**src/hw/fsps_pkg.sv**
```systemverilog
// constants shared by the flash self-program sequencer files
// assumes a single 250 MHz system clock and an 8-bit register port
package fsps_pkg;

    // register indices on the 3-bit register port
    localparam logic [2:0] REG_CONTROL   = 3'h0;
    localparam logic [2:0] REG_UNLOCK    = 3'h1;
    localparam logic [2:0] REG_ADDR_LOW  = 3'h2;
    localparam logic [2:0] REG_ADDR_HIGH = 3'h3;
    localparam logic [2:0] REG_DATA_LOW  = 3'h4;
    localparam logic [2:0] REG_DATA_HIGH = 3'h5;

    // control register bit positions
    localparam int BIT_WRITE_START   = 0;
    localparam int BIT_WRITE_ENABLE  = 2;
    localparam int BIT_ROW_ERASE     = 4;
    localparam int BIT_LATCH_ONLY    = 5;
    localparam int BIT_CONFIG_SPACE  = 6;
    localparam int BIT_PROGRAM_SPACE = 7;
    localparam logic [7:0] CONTROL_RESET = 8'h00;

    // unlock key bytes, in the order they must arrive
    localparam logic [7:0] UNLOCK_KEY_FIRST  = 8'h55;
    localparam logic [7:0] UNLOCK_KEY_SECOND = 8'hAA;

    // array geometry
    localparam int ADDR_W      = 15;
    localparam int WORD_W      = 14;
    localparam int LATCH_WORDS = 8;
    localparam int LATCH_IDX_W = 3;
    localparam logic [WORD_W-1:0] LATCH_BLANK = 14'h3FFF;

    // timing: figures in their own units, counts derived from the clock
    localparam int CLK_MHZ        = 250;
    localparam int SETUP_CYCLES   = 2;
    localparam int ERASE_TIME_US  = 2000;
    localparam int PROG_TIME_US   = 2000;
    localparam int ERASE_CYCLES   = ERASE_TIME_US * CLK_MHZ;
    localparam int PROG_CYCLES    = PROG_TIME_US * CLK_MHZ;
    localparam int TIMER_W        = 24;

    // sequencer states
    typedef enum logic [2:0] {
        SEQ_IDLE  = 3'b000,
        SEQ_SETUP = 3'b001,
        SEQ_LOAD  = 3'b010,
        SEQ_ERASE = 3'b011,
        SEQ_PROG  = 3'b100,
        SEQ_WAIT  = 3'b101,
        SEQ_DONE  = 3'b110
    } fsps_state_type;

    // unlock tracker states
    typedef enum logic [1:0] {
        UNL_NONE  = 2'b00,
        UNL_FIRST = 2'b01,
        UNL_ARMED = 2'b10
    } fsps_unlock_type;

endpackage

```
**src/hw/fsps_latch_if.sv**
```systemverilog
// signal bundle between the sequencer and its write latch memory
// assumes both ends sit in the same clock domain
`timescale 1ns/1ps
interface fsps_latch_if;
    logic                                wr_en;
    logic [fsps_pkg::LATCH_IDX_W-1:0]    wr_idx;
    logic [fsps_pkg::WORD_W-1:0]         wr_data;
    logic [fsps_pkg::LATCH_IDX_W-1:0]    rd_idx;
    logic [fsps_pkg::WORD_W-1:0]         rd_data;
    logic                                fill;

    modport ctrl (output wr_en, output wr_idx, output wr_data,
                  output rd_idx, output fill, input rd_data);
    modport mem  (input wr_en, input wr_idx, input wr_data,
                  input rd_idx, input fill, output rd_data);
endinterface

```
**src/hw/fsps_latch_mem.sv**
```systemverilog
// write latch block: one word per latch, registered read port
// assumes clk_in/rst_in of the sequencer; fill has priority over write
`timescale 1ns/1ps
module fsps_latch_mem
(
    // clock and reset
    input  wire logic    clk_in,
    input  wire logic    rst_in,
    // latch access
    fsps_latch_if.mem    lat
);

    logic [fsps_pkg::WORD_W-1:0] mem_q [fsps_pkg::LATCH_WORDS];
    logic [fsps_pkg::WORD_W-1:0] mem_d [fsps_pkg::LATCH_WORDS];
    logic [fsps_pkg::WORD_W-1:0] rd_q;
    logic [fsps_pkg::WORD_W-1:0] rd_d;

    ////////////////////////////////////////////////////////////////////
    // next contents: blank fill after a block program, else one write
    always_comb
    begin
        for (int i = 0; i < fsps_pkg::LATCH_WORDS; i++)
        begin
            if (lat.fill)
                mem_d[i] = fsps_pkg::LATCH_BLANK;
            else if (lat.wr_en && (lat.wr_idx == i[fsps_pkg::LATCH_IDX_W-1:0]))
                mem_d[i] = lat.wr_data;
            else
                mem_d[i] = mem_q[i];
        end
        rd_d = mem_q[lat.rd_idx];
    end

    // latches power up blank so untouched words program as erased
    always_ff @(posedge clk_in or posedge rst_in)
    begin
        if (rst_in)
        begin
            for (int i = 0; i < fsps_pkg::LATCH_WORDS; i++)
                mem_q[i] <= fsps_pkg::LATCH_BLANK;
            rd_q <= '0;
        end
        else
        begin
            for (int i = 0; i < fsps_pkg::LATCH_WORDS; i++)
                mem_q[i] <= mem_d[i];
            rd_q <= rd_d;
        end
    end

    assign lat.rd_data = rd_q;

endmodule // fsps_latch_mem

```
**src/hw/fsps_sequencer.sv**
```systemverilog
// flash self-program sequencer: registers, unlock check, erase/program
// assumes a processor register port and a flash array that takes one
// erase pulse or a stream of words and needs no handshake back
//
// The plain strobed port and the placing of the registers were left to the implementer.
`timescale 1ns/1ps
module fsps_sequencer
#(
    parameter int ERASE_CYCLES = fsps_pkg::ERASE_CYCLES,
    parameter int PROG_CYCLES  = fsps_pkg::PROG_CYCLES
)
(
    // clock and reset
    input  wire logic                          clk_in,
    input  wire logic                          rst_in,
    // register port
    input  wire logic [2:0]                    reg_addr_in,
    input  wire logic [7:0]                    reg_wdata_in,
    input  wire logic                          reg_wr_in,
    input  wire logic                          reg_rd_in,
    output logic      [7:0]                    reg_rdata_out,
    // processor
    output logic                               cpu_stall_out,
    // flash array
    output logic                               flash_erase_out,
    output logic      [fsps_pkg::ADDR_W-1:0]   flash_row_addr_out,
    output logic                               flash_word_valid_out,
    output logic      [fsps_pkg::ADDR_W-1:0]   flash_word_addr_out,
    output logic      [fsps_pkg::WORD_W-1:0]   flash_word_data_out
);

    localparam int IW = fsps_pkg::LATCH_IDX_W;
    localparam int TW = fsps_pkg::TIMER_W;

    // latch slot of an address: the low bits inside the aligned block
    function automatic logic [IW-1:0] latch_slot(input logic [7:0] lo);
        latch_slot = lo[IW-1:0];
    endfunction

    // block base: address with the slot bits cleared
    function automatic logic [fsps_pkg::ADDR_W-1:0] block_base
        (input logic [6:0] hi, input logic [7:0] lo);
        block_base = {hi, lo[7:IW], {IW{1'b0}}};
    endfunction

    fsps_latch_if lat ();

    fsps_latch_mem u_latch_mem
    (
        .clk_in (clk_in),
        .rst_in (rst_in),
        .lat    (lat)
    );

    ////////////////////////////////////////////////////////////////////
    // state
    fsps_pkg::fsps_state_type  state_q,   state_d;
    fsps_pkg::fsps_unlock_type unlock_q,  unlock_d;
    logic [7:0]                control_q, control_d;
    logic [7:0]                addr_lo_q, addr_lo_d;
    logic [6:0]                addr_hi_q, addr_hi_d;
    logic [7:0]                data_lo_q, data_lo_d;
    logic [5:0]                data_hi_q, data_hi_d;
    logic [TW-1:0]             timer_q,   timer_d;
    logic [IW:0]               word_q,    word_d;
    logic [7:0]                rdata_q,   rdata_d;
    logic                      erase_q,   erase_d;
    logic                      wvalid_q,  wvalid_d;
    logic [fsps_pkg::ADDR_W-1:0] waddr_q, waddr_d;
    logic [fsps_pkg::ADDR_W-1:0] row_q,   row_d;

    logic idle;
    logic ctrl_wr;
    logic start_ok;

    assign idle    = (state_q == fsps_pkg::SEQ_IDLE);
    assign ctrl_wr = reg_wr_in && (reg_addr_in == fsps_pkg::REG_CONTROL);

    // start needs the armed unlock, write enable, program space and
    // the write-start bit in the same control write
    assign start_ok = idle && ctrl_wr
        && (unlock_q == fsps_pkg::UNL_ARMED)
        && reg_wdata_in[fsps_pkg::BIT_WRITE_START]
        && reg_wdata_in[fsps_pkg::BIT_WRITE_ENABLE]
        && reg_wdata_in[fsps_pkg::BIT_PROGRAM_SPACE]
        && !reg_wdata_in[fsps_pkg::BIT_CONFIG_SPACE];

    ////////////////////////////////////////////////////////////////////
    // unlock tracker: any write other than the expected one disarms
    always_comb
    begin
        unlock_d = unlock_q;
        if (reg_wr_in && idle)
        begin
            if (reg_addr_in == fsps_pkg::REG_UNLOCK)
            begin
                if (reg_wdata_in == fsps_pkg::UNLOCK_KEY_FIRST)
                    unlock_d = fsps_pkg::UNL_FIRST;
                else if ((reg_wdata_in == fsps_pkg::UNLOCK_KEY_SECOND)
                         && (unlock_q == fsps_pkg::UNL_FIRST))
                    unlock_d = fsps_pkg::UNL_ARMED;
                else
                    unlock_d = fsps_pkg::UNL_NONE;
            end
            else
                unlock_d = fsps_pkg::UNL_NONE;   // one use, also on a start
        end
    end

    ////////////////////////////////////////////////////////////////////
    // software registers; writes are dropped while an operation runs
    always_comb
    begin
        control_d = control_q;
        addr_lo_d = addr_lo_q;
        addr_hi_d = addr_hi_q;
        data_lo_d = data_lo_q;
        data_hi_d = data_hi_q;
        if (reg_wr_in && idle)
        begin
            case (reg_addr_in)
                fsps_pkg::REG_CONTROL:
                begin
                    // write-start is never stored by software itself
                    control_d = reg_wdata_in;
                    control_d[fsps_pkg::BIT_WRITE_START] = start_ok;
                end
                fsps_pkg::REG_ADDR_LOW:  addr_lo_d = reg_wdata_in;
                fsps_pkg::REG_ADDR_HIGH: addr_hi_d = reg_wdata_in[6:0];
                fsps_pkg::REG_DATA_LOW:  data_lo_d = reg_wdata_in;
                fsps_pkg::REG_DATA_HIGH: data_hi_d = reg_wdata_in[5:0];
                default: ;
            endcase
        end
        if (state_q == fsps_pkg::SEQ_DONE)
        begin
            control_d[fsps_pkg::BIT_WRITE_START] = 1'b0;
            control_d[fsps_pkg::BIT_ROW_ERASE]   = 1'b0;
        end
    end

    ////////////////////////////////////////////////////////////////////
    // read data, valid in the cycle after the read strobe only
    always_comb
    begin
        rdata_d = 8'h00;
        if (reg_rd_in)
        begin
            case (reg_addr_in)
                fsps_pkg::REG_CONTROL:   rdata_d = control_q;
                fsps_pkg::REG_ADDR_LOW:  rdata_d = addr_lo_q;
                fsps_pkg::REG_ADDR_HIGH: rdata_d = {1'b0, addr_hi_q};
                fsps_pkg::REG_DATA_LOW:  rdata_d = data_lo_q;
                fsps_pkg::REG_DATA_HIGH: rdata_d = {2'b00, data_hi_q};
                default:                 rdata_d = 8'h00;  // unlock reads 0
            endcase
        end
    end

    ////////////////////////////////////////////////////////////////////
    // operation sequencer
    always_comb
    begin
        state_d   = state_q;
        timer_d   = timer_q;
        word_d    = word_q;
        erase_d   = 1'b0;
        wvalid_d  = 1'b0;
        waddr_d   = waddr_q;
        row_d     = row_q;
        lat.wr_en   = 1'b0;
        lat.wr_idx  = latch_slot(addr_lo_q);
        lat.wr_data = {data_hi_q, data_lo_q};
        lat.rd_idx  = word_q[IW-1:0];
        lat.fill    = 1'b0;
        case (state_q)
            fsps_pkg::SEQ_IDLE:
            begin
                timer_d = '0;
                if (start_ok)
                    state_d = fsps_pkg::SEQ_SETUP;
            end
            // two free cycles let the processor run its two no-ops
            fsps_pkg::SEQ_SETUP:
            begin
                timer_d = timer_q + 1'b1;
                if (timer_q == TW'(fsps_pkg::SETUP_CYCLES - 1))
                begin
                    timer_d = '0;
                    row_d   = block_base(addr_hi_q, addr_lo_q);
                    if (control_q[fsps_pkg::BIT_ROW_ERASE])
                    begin
                        state_d = fsps_pkg::SEQ_ERASE;
                        erase_d = 1'b1;
                    end
                    else
                        state_d = fsps_pkg::SEQ_LOAD;
                end
            end
            // erase never touches the latches
            fsps_pkg::SEQ_ERASE:
            begin
                timer_d = timer_q + 1'b1;
                if (timer_q == TW'(ERASE_CYCLES - 1))
                    state_d = fsps_pkg::SEQ_DONE;
            end
            fsps_pkg::SEQ_LOAD:
            begin
                lat.wr_en = 1'b1;
                word_d    = '0;
                if (control_q[fsps_pkg::BIT_LATCH_ONLY])
                    state_d = fsps_pkg::SEQ_DONE;
                else
                    state_d = fsps_pkg::SEQ_PROG;
            end
            // stream every latch, loaded or not, within the block
            fsps_pkg::SEQ_PROG:
            begin
                word_d   = word_q + 1'b1;
                wvalid_d = 1'b1;
                waddr_d  = row_q | {{(fsps_pkg::ADDR_W-IW){1'b0}},
                                    word_q[IW-1:0]};
                if (word_q == (IW+1)'(fsps_pkg::LATCH_WORDS - 1))
                begin
                    timer_d = '0;
                    state_d = fsps_pkg::SEQ_WAIT;
                end
            end
            fsps_pkg::SEQ_WAIT:
            begin
                timer_d = timer_q + 1'b1;
                if (timer_q == TW'(PROG_CYCLES - 1))
                begin
                    lat.fill = 1'b1;
                    state_d  = fsps_pkg::SEQ_DONE;
                end
            end
            fsps_pkg::SEQ_DONE:
                state_d = fsps_pkg::SEQ_IDLE;
            default:
                state_d = fsps_pkg::SEQ_IDLE;
        endcase
    end

    ////////////////////////////////////////////////////////////////////
    // all registers of the block
    always_ff @(posedge clk_in or posedge rst_in)
    begin
        if (rst_in)
        begin
            state_q   <= fsps_pkg::SEQ_IDLE;
            unlock_q  <= fsps_pkg::UNL_NONE;
            control_q <= fsps_pkg::CONTROL_RESET;
            addr_lo_q <= '0;
            addr_hi_q <= '0;
            data_lo_q <= '0;
            data_hi_q <= '0;
            timer_q   <= '0;
            word_q    <= '0;
            rdata_q   <= '0;
            erase_q   <= 1'b0;
            wvalid_q  <= 1'b0;
            waddr_q   <= '0;
            row_q     <= '0;
        end
        else
        begin
            state_q   <= state_d;
            unlock_q  <= unlock_d;
            control_q <= control_d;
            addr_lo_q <= addr_lo_d;
            addr_hi_q <= addr_hi_d;
            data_lo_q <= data_lo_d;
            data_hi_q <= data_hi_d;
            timer_q   <= timer_d;
            word_q    <= word_d;
            rdata_q   <= rdata_d;
            erase_q   <= erase_d;
            wvalid_q  <= wvalid_d;
            waddr_q   <= waddr_d;
            row_q     <= row_d;
        end
    end

    ////////////////////////////////////////////////////////////////////
    // outputs; stall drops one cycle after DONE so the third
    // instruction after the start is the next one fetched
    assign cpu_stall_out        = !idle && (state_q != fsps_pkg::SEQ_SETUP);
    assign reg_rdata_out        = rdata_q;
    assign flash_erase_out      = erase_q;
    assign flash_row_addr_out   = row_q;
    assign flash_word_valid_out = wvalid_q;
    assign flash_word_addr_out  = waddr_q;
    assign flash_word_data_out  = lat.rd_data;

endmodule // fsps_sequencer

```
**config.mk**
```make
export PLATFORM = sky130hd
export DESIGN_NAME = fsps_sequencer
export DESIGN_NICKNAME = d
export VERILOG_FILES = /design/src/hw/fsps_pkg.sv /design/src/hw/fsps_latch_if.sv /design/src/hw/fsps_latch_mem.sv /design/src/hw/fsps_sequencer.sv
export SDC_FILE = /design/constraint.sdc
export NUM_CORES = 1
export LEC_CHECK = 0
export ABC_AREA = 0
export BUFFER_PORTS_ARGS = -buffer_cell sky130_fd_sc_hd__buf_2
export CAP_MARGIN = 25
export CORE_UTILIZATION = 31
export CTS_CLUSTER_DIAMETER = 80
export DETAILED_ROUTE_END_ITERATION = 16
export SLEW_MARGIN = 40
export SYNTH_ARGS = -nofsm -noshare
export SYNTH_HDL_FRONTEND = slang
export SYNTH_SLANG_ARGS = --single-unit
export TNS_END_PERCENT = 10
```
**constraint.sdc**
```tcl
create_clock -name clk_in -period 10.26 [get_ports clk_in]
set_input_delay 2.052 -clock clk_in [delete_from_list [all_inputs] [get_ports clk_in]]
set_output_delay 2.052 -clock clk_in [all_outputs]
set_load 0.02 [all_outputs]
```
[Word level (Yosys, flattened, before mapping)]
Cells that the tools add are included.
Word-level totals
  bits in registers: 233
  input port bits: 15
  output and inout port bits: 55
Operators by class
  magnitude comparators: 1
  add/sub/neg operators: 2
  reduce and logical (&&, ||, !) cells: 45
  equal/unequal tests: 30
  bitwise gates (word level): 2
  multiplexer cells: 46
Operator list (number)
  two-way mux 14 bit: 18
  case mux 24 bit (4 select lines): 1
  two-way mux 24 bit: 2
  binary-select mux 14 bit (select 3 bit): 1
  case mux 8 bit (5 select lines): 1
  == test 3 bit, second input constant: 9
  adder 24 x 1 -> 24 bit, second input constant: 1
  == test 24 x 1 -> 1 bit, second input constant: 1
  == test 24 x 19 -> 1 bit, second input constant: 1
  nonzero test 2 bit: 11
  == test 3 x 2 -> 1 bit, second input constant: 6
  logical AND 1 bit: 18
  AND reduction 2 bit: 8
  bitwise OR 15 x 3 -> 15 bit: 1
  case mux 3 bit (5 select lines): 1
  two-way mux 3 bit: 4
  two-way mux 1 bit: 10
  two-way mux 5 bit: 2
  == test 3 x 1 -> 1 bit, second input constant: 3
  zero test 3 bit: 3
  == test 8 x 7 -> 1 bit, second input constant: 1
  == test 8 bit, second input constant: 1
  two-way mux 2 bit: 4
  two-way mux 8 bit: 1
  other kinds (14): 17

[Longest topological paths before layout]
  word-level depth: 11
  mapped depth: 9

[By module]
From an unflattened synthesis, not the netlist that was laid out.
Unflattened totals
  cell total of the unflattened synthesis: 906
  area total of the unflattened synthesis: 11213.3 µm²
Modules (own cells, without submodules)
  fsps_latch_mem: times used 1, area an instance 6179.7 µm², cells each 464, sequential area each 3293.2 µm²
  fsps_sequencer: times used 1, area an instance 5033.6 µm², cells each 442, sequential area each 2677.6 µm²

[Worst setup path before layout]
Ideal clock, no wire load.
  kind: input to register
  start point: input reg_addr_in[1]
  end point: register addr_hi_q[0]
  path slack: 6.691 ns
  data arrival time: 3.444 ns
  stages on the path: 7
  library setup time: 0.125 ns
  cell sequence: clkbuf_1 -> nor2b_1 -> and2_1 -> clkbuf_1 -> and2_1 -> buf_2 -> mux2_2
On the way
  longest elaborated chain between the ends: 2
RTL lines
  start, declared: line fsps_sequencer.sv:17  | input wire logic [2:0] reg_addr_in,
  == test 3 x 2 -> 1 bit: line fsps_sequencer.sv:121  | case (reg_addr_in)
  AND reduction 2 bit (no source line)
  end signal, assigned: line fsps_sequencer.sv:272  | addr_hi_q <= addr_hi_d;
  end, declared: line fsps_sequencer.sv:61  | logic [6:0] addr_hi_q, addr_hi_d;
Every way passes these cells.
A chain may end at the register's enable or synchronous reset.

[Worst setup path after layout]
  start point: register state_q[2]
  end point: output cpu_stall_out
On the way
  longest elaborated chain between the ends: 3
  elaborated cells on any way between the ends: 4
RTL lines
  start, declared: line fsps_sequencer.sv:57  | fsps_pkg::fsps_state_type state_q, state_d;
  start signal, assigned: line fsps_sequencer.sv:251  | state_q <= fsps_pkg::SEQ_IDLE;
  start signal, assigned: line fsps_sequencer.sv:268  | state_q <= state_d;
  zero test 3 bit: line fsps_sequencer.sv:76  | assign idle = (state_q == fsps_pkg::SEQ_IDLE);
  zero test 1 bit: line fsps_sequencer.sv:288  | assign cpu_stall_out = !idle && (state_q != fsps_pkg::SEQ_SETUP);
  logical AND 1 bit *: line fsps_sequencer.sv:288
  end, declared: line fsps_sequencer.sv:23  | output logic cpu_stall_out,
Mark *: on every way between the ends. The rest lies on a longest branch, timed or not.

==> metrics.md <==
| Metric | Value |
|---|---|
| Status | `completed` |
| Vias in the first global route | `just over 7000` |
| CP max stage delay | `approximately 0.74 ns` |
| Clock Skews | `around 0.028 ns` |
| Clk buf depth | `3` |
| Synth Cell Area | `11000 um^2` |
| CTS tree | `done` |
| Hold WC Path Type | `flip-flop to flip-flop` |
| Die W | `190 um` |
| Final hold slack | `approximately 0.48 ns` |
| PD cells | `149 nW/um^2` |
| Area Growth Syn to Fin | `14.3%` |
| Root buffer cell | `clkbuf_16` |
| Final instance area | `between 10000 and 15000 um^2` |
| Gates resized, CTS repair | `0` |
| Layout cells sized above 1 | `between 30% and 40%` |
| Fmax | `266 MHz` |
| Crit-path cells | `nor2_1 > inv_1 > buf_2` |
| Top post-synthesis cells by area | `dfrtp_1, dfstp_2, mux2i_1` |
| Critical Path Start Type | `flip-flop` |
| Met1 global-route usage | `21.8%` |
| Leakage | `between 6 and 7 nW` |
| Initial DRC count | `approximately 580` |
| Global-route wire length before repair | `around 42 mm` |
| TritonCTS Buffers | `25` |
| PortBufs | `between 60 and 70` |
| Total Wirelength | `26.0 mm` |
| CP Data Required Time | `8.21 ns` |
| Mean routed wirelength per cell | `roughly 18 um` |
| Synth Register Bits | `around 230` |
| Syn Inst Count | `~900` |
| Area of the die | `between 30000 and 40000 um^2` |
| Setup-failing EPs final | `0` |
| Peak supply drop | `between 100 and 150 uV` |
| Synth area leader | `dfrtp_1` |
| Period Utilization, post-route | `approximately 37%` |
| Io pins | `70` |
| Layer with the highest usage | `met2` |
| Drt drc | `0` |
| Register area share after synthesis | `54.4%` |
| Worst-path clk slew | `about 0.06 ns` |
| DP Area | `roughly 12000 um^2` |
| Setup TNS | `0 ns` |
| Max Transition Viols Final | `0` |
| Critical Path AT | `1.71 ns` |
| Top-area cell type share of the netlist area | `between 20% and 30%` |
| Largest net degree at the start of global routing | `roughly 120` |
| Total GRT Usage | `approximately 14%` |
| Crit Path Category | `flip-flop to primary output` |
| Count leader, synth | `nand2_1` |
| DIE HEIGHT | `approximately 190 um` |
| Met3 usage | `2.21%` |
| Warnings from Yosys | `0` |
| Via Count | `a little over 7000` |
| Drt via density | `5.07` |
| Htree depth | `1` |
| Starting density of the core | `31.6%` |
| Avg Cell Area, Syn | `between 10 and 15 um^2` |
| Placer Congestion | `0.805` |
| Worst-path maximum fanout | `16` |
| DP Wirelength | `16.1 mm` |
| Core Footprint | `34700 um^2` |
| Synth cell count leaders | `nand2_1, dfrtp_1, dfstp_2` |
| Worst-skew pair later-pin latency | `between 0.5 and 0.6 ns` |
| Fin. Hold Viols | `0` |
| Unrepaired setup endpoints after global routing | `no` |
| Post-synth EDFFs | `0` |
| Clock sinks | `233` |
| Netlist cell types | `56` |
| Relative slew slack | `between 40% and 50%` |
| Site Rows | `a little under 70` |
| Max-cap check violation count | `0` |
| Post-CTS Setup Bufs | `0` |
| NumNets Final | `just under 1000` |
| Congestion Overflow GR | `0` |
| Final min period | `between 3 and 4 ns` |
| Initial antenna violation count | `1` |
| Final ANT Viol Nets | `0` |
| FILL cells | `3431` |
| Hold Buf Count CTS | `0` |
| Asr flop ratio synth | `100%` |
| Worst Max-Slew Pin Slew | `around 0.79 ns` |
| Critical-path cell with the highest stage delay | `dfrtp_1` |
| CP Capture Type | `primary output` |
| Ys flop type | `dfrtp_1` |
| Iteration count of the initial detailed-routing pass | `5` |
| Met2 Usage GRT | `a little over a fifth` |
-- metal layers --
layer / vias up / part of all wire [%]
met3: 24 / 3.9
met1: 3740 / 49
met5: - / 0
met4: 0 / 1.7
li1: 3275 / -
met2: 155 / 45
-- worst paths after layout --
path,slack [ns],start,endpoint,depth (start not counted)
worst max-delay path,6.50,state_q[2]$_DFFE_PP0P_,cpu_stall_out,3
worst max register to register,7.34,state_q[2]$_DFFE_PP0P_,u_latch_mem.mem_q[16]$_DFFE_PP1P_,7
max in group asynchronous,7.44,rst_in,data_hi_q[0]$_DFFE_PP0P_,3
min in group asynchronous,1.59,rst_in,u_latch_mem.lat.rd_data[13]$_DFF_PP0_,2
worst min register to register,0.48,u_latch_mem.mem_q[51]$_DFFE_PP1P_,u_latch_mem.mem_q[51]$_DFFE_PP1P_,2
worst min-delay path,0.48,u_latch_mem.mem_q[51]$_DFFE_PP1P_,u_latch_mem.mem_q[51]$_DFFE_PP1P_,2
-- flip-flops by register name (all words and copies together), names as in the netlist --
name and cells:
addr_lo_q 8, timer_q 24, reg_rdata_out 8, data_hi_q 6, state_q 3, control_q 8
u_latch_mem.mem_q 112, addr_hi_q 7, unlock_q 2, data_lo_q 8, flash_erase_out 1, u_latch_mem.lat.rd_data 14
flash_word_addr_out 15, flash_row_addr_out 12, word_q 4, flash_word_valid_out 1
-- critical path: cells and delay by family (launching register included) --
kind	cells	cell delay (ns)
flops	1	0.74
simple gates	1	0.18
buf+inv	2	0.26
-- area by class of cell --
class / instances / area [um^2] / share of cell area (%)
timing repair buffer: 83 / 485 / 3.87
clock buffer: 39 / 748 / 5.96
tap: 455 / 569 / 4.54
clock inverter: 7 / 92.6 / 0.738
inverter: 9 / 46.3 / 0.369
sequential: 233 / 5970 / 47.6
antenna: 1 / 2.50 / 0.0199
multi-input combinational: 593 / 4630 / 36.9
-- placed cells by master (no fill, tap or decap), types with 5 or more instances in the layout --
master	synthesis	final
inv_1	9	8
clkbuf_1	36	7
nor2b_1	9	8
mux2i_1	109	109
dfstp_2	112	112
mux2_1	6	6
clkbuf_8	0	7
nand3b_1	5	5
mux4_2	28	28
nor3_1	10	10
nor2_1	32	31
a21oi_1	21	21
buf_2	17	66
xor2_1	12	12
o21ai_0	20	20
a22oi_1	8	8
dfrtp_1	121	120
clkbuf_16	0	25
buf_4	7	12
nor4_1	6	6
and2_1	5	5
nand4_1	10	10
nand3_1	45	45
nand2_1	136	135
mux2_2	70	70
-- report_power, final --
group	switching [mW]	leakage, nW	internal [mW]	total, mW
Clock	0.368	0.415	0.551	0.919
Combinational	0.0279	3.09	0.00479	0.0327
Sequential	0	2.80	0.921	0.921
-- kinds of logic (layout without fill, tap and decap cells) --
| family | count (synthesis) | after routing | synth area share, % |
|---|---|---|---|
| simple gates | 294 | 294 | 13.1 |
| flops | 233 | 233 | 54.4 |
| mux | 213 | 213 | 23.5 |
| buf+inv | 83 | 138 | 3.82 |
| compound gates | 67 | 67 | 3.77 |
| xor+xnor | 13 | 13 | 1.04 |
| fa+ha+maj | 3 | 3 | 0.342 |
| other cells | 1 | 4 | 0.0342 |
-- through the flow --
step | instances | setup WS (ns) | power, mW | utilization, %
2_1_floorplan | 909 | 2.00 | 0.957 | -
3_3_place_gp | 1370 | 6.58 | 0.970 | 33.5
3_5_place_dp | 1372 | 6.55 | 0.970 | 33.6
4_1_cts | 1418 | 6.47 | 1.90 | 36.0
5_1_grt | 1419 | 6.41 | 1.94 | 36.1
6_report | 1420 | 6.50 | 1.87 | 36.1
No activity file was read; power rests on OpenSTA's default activity.
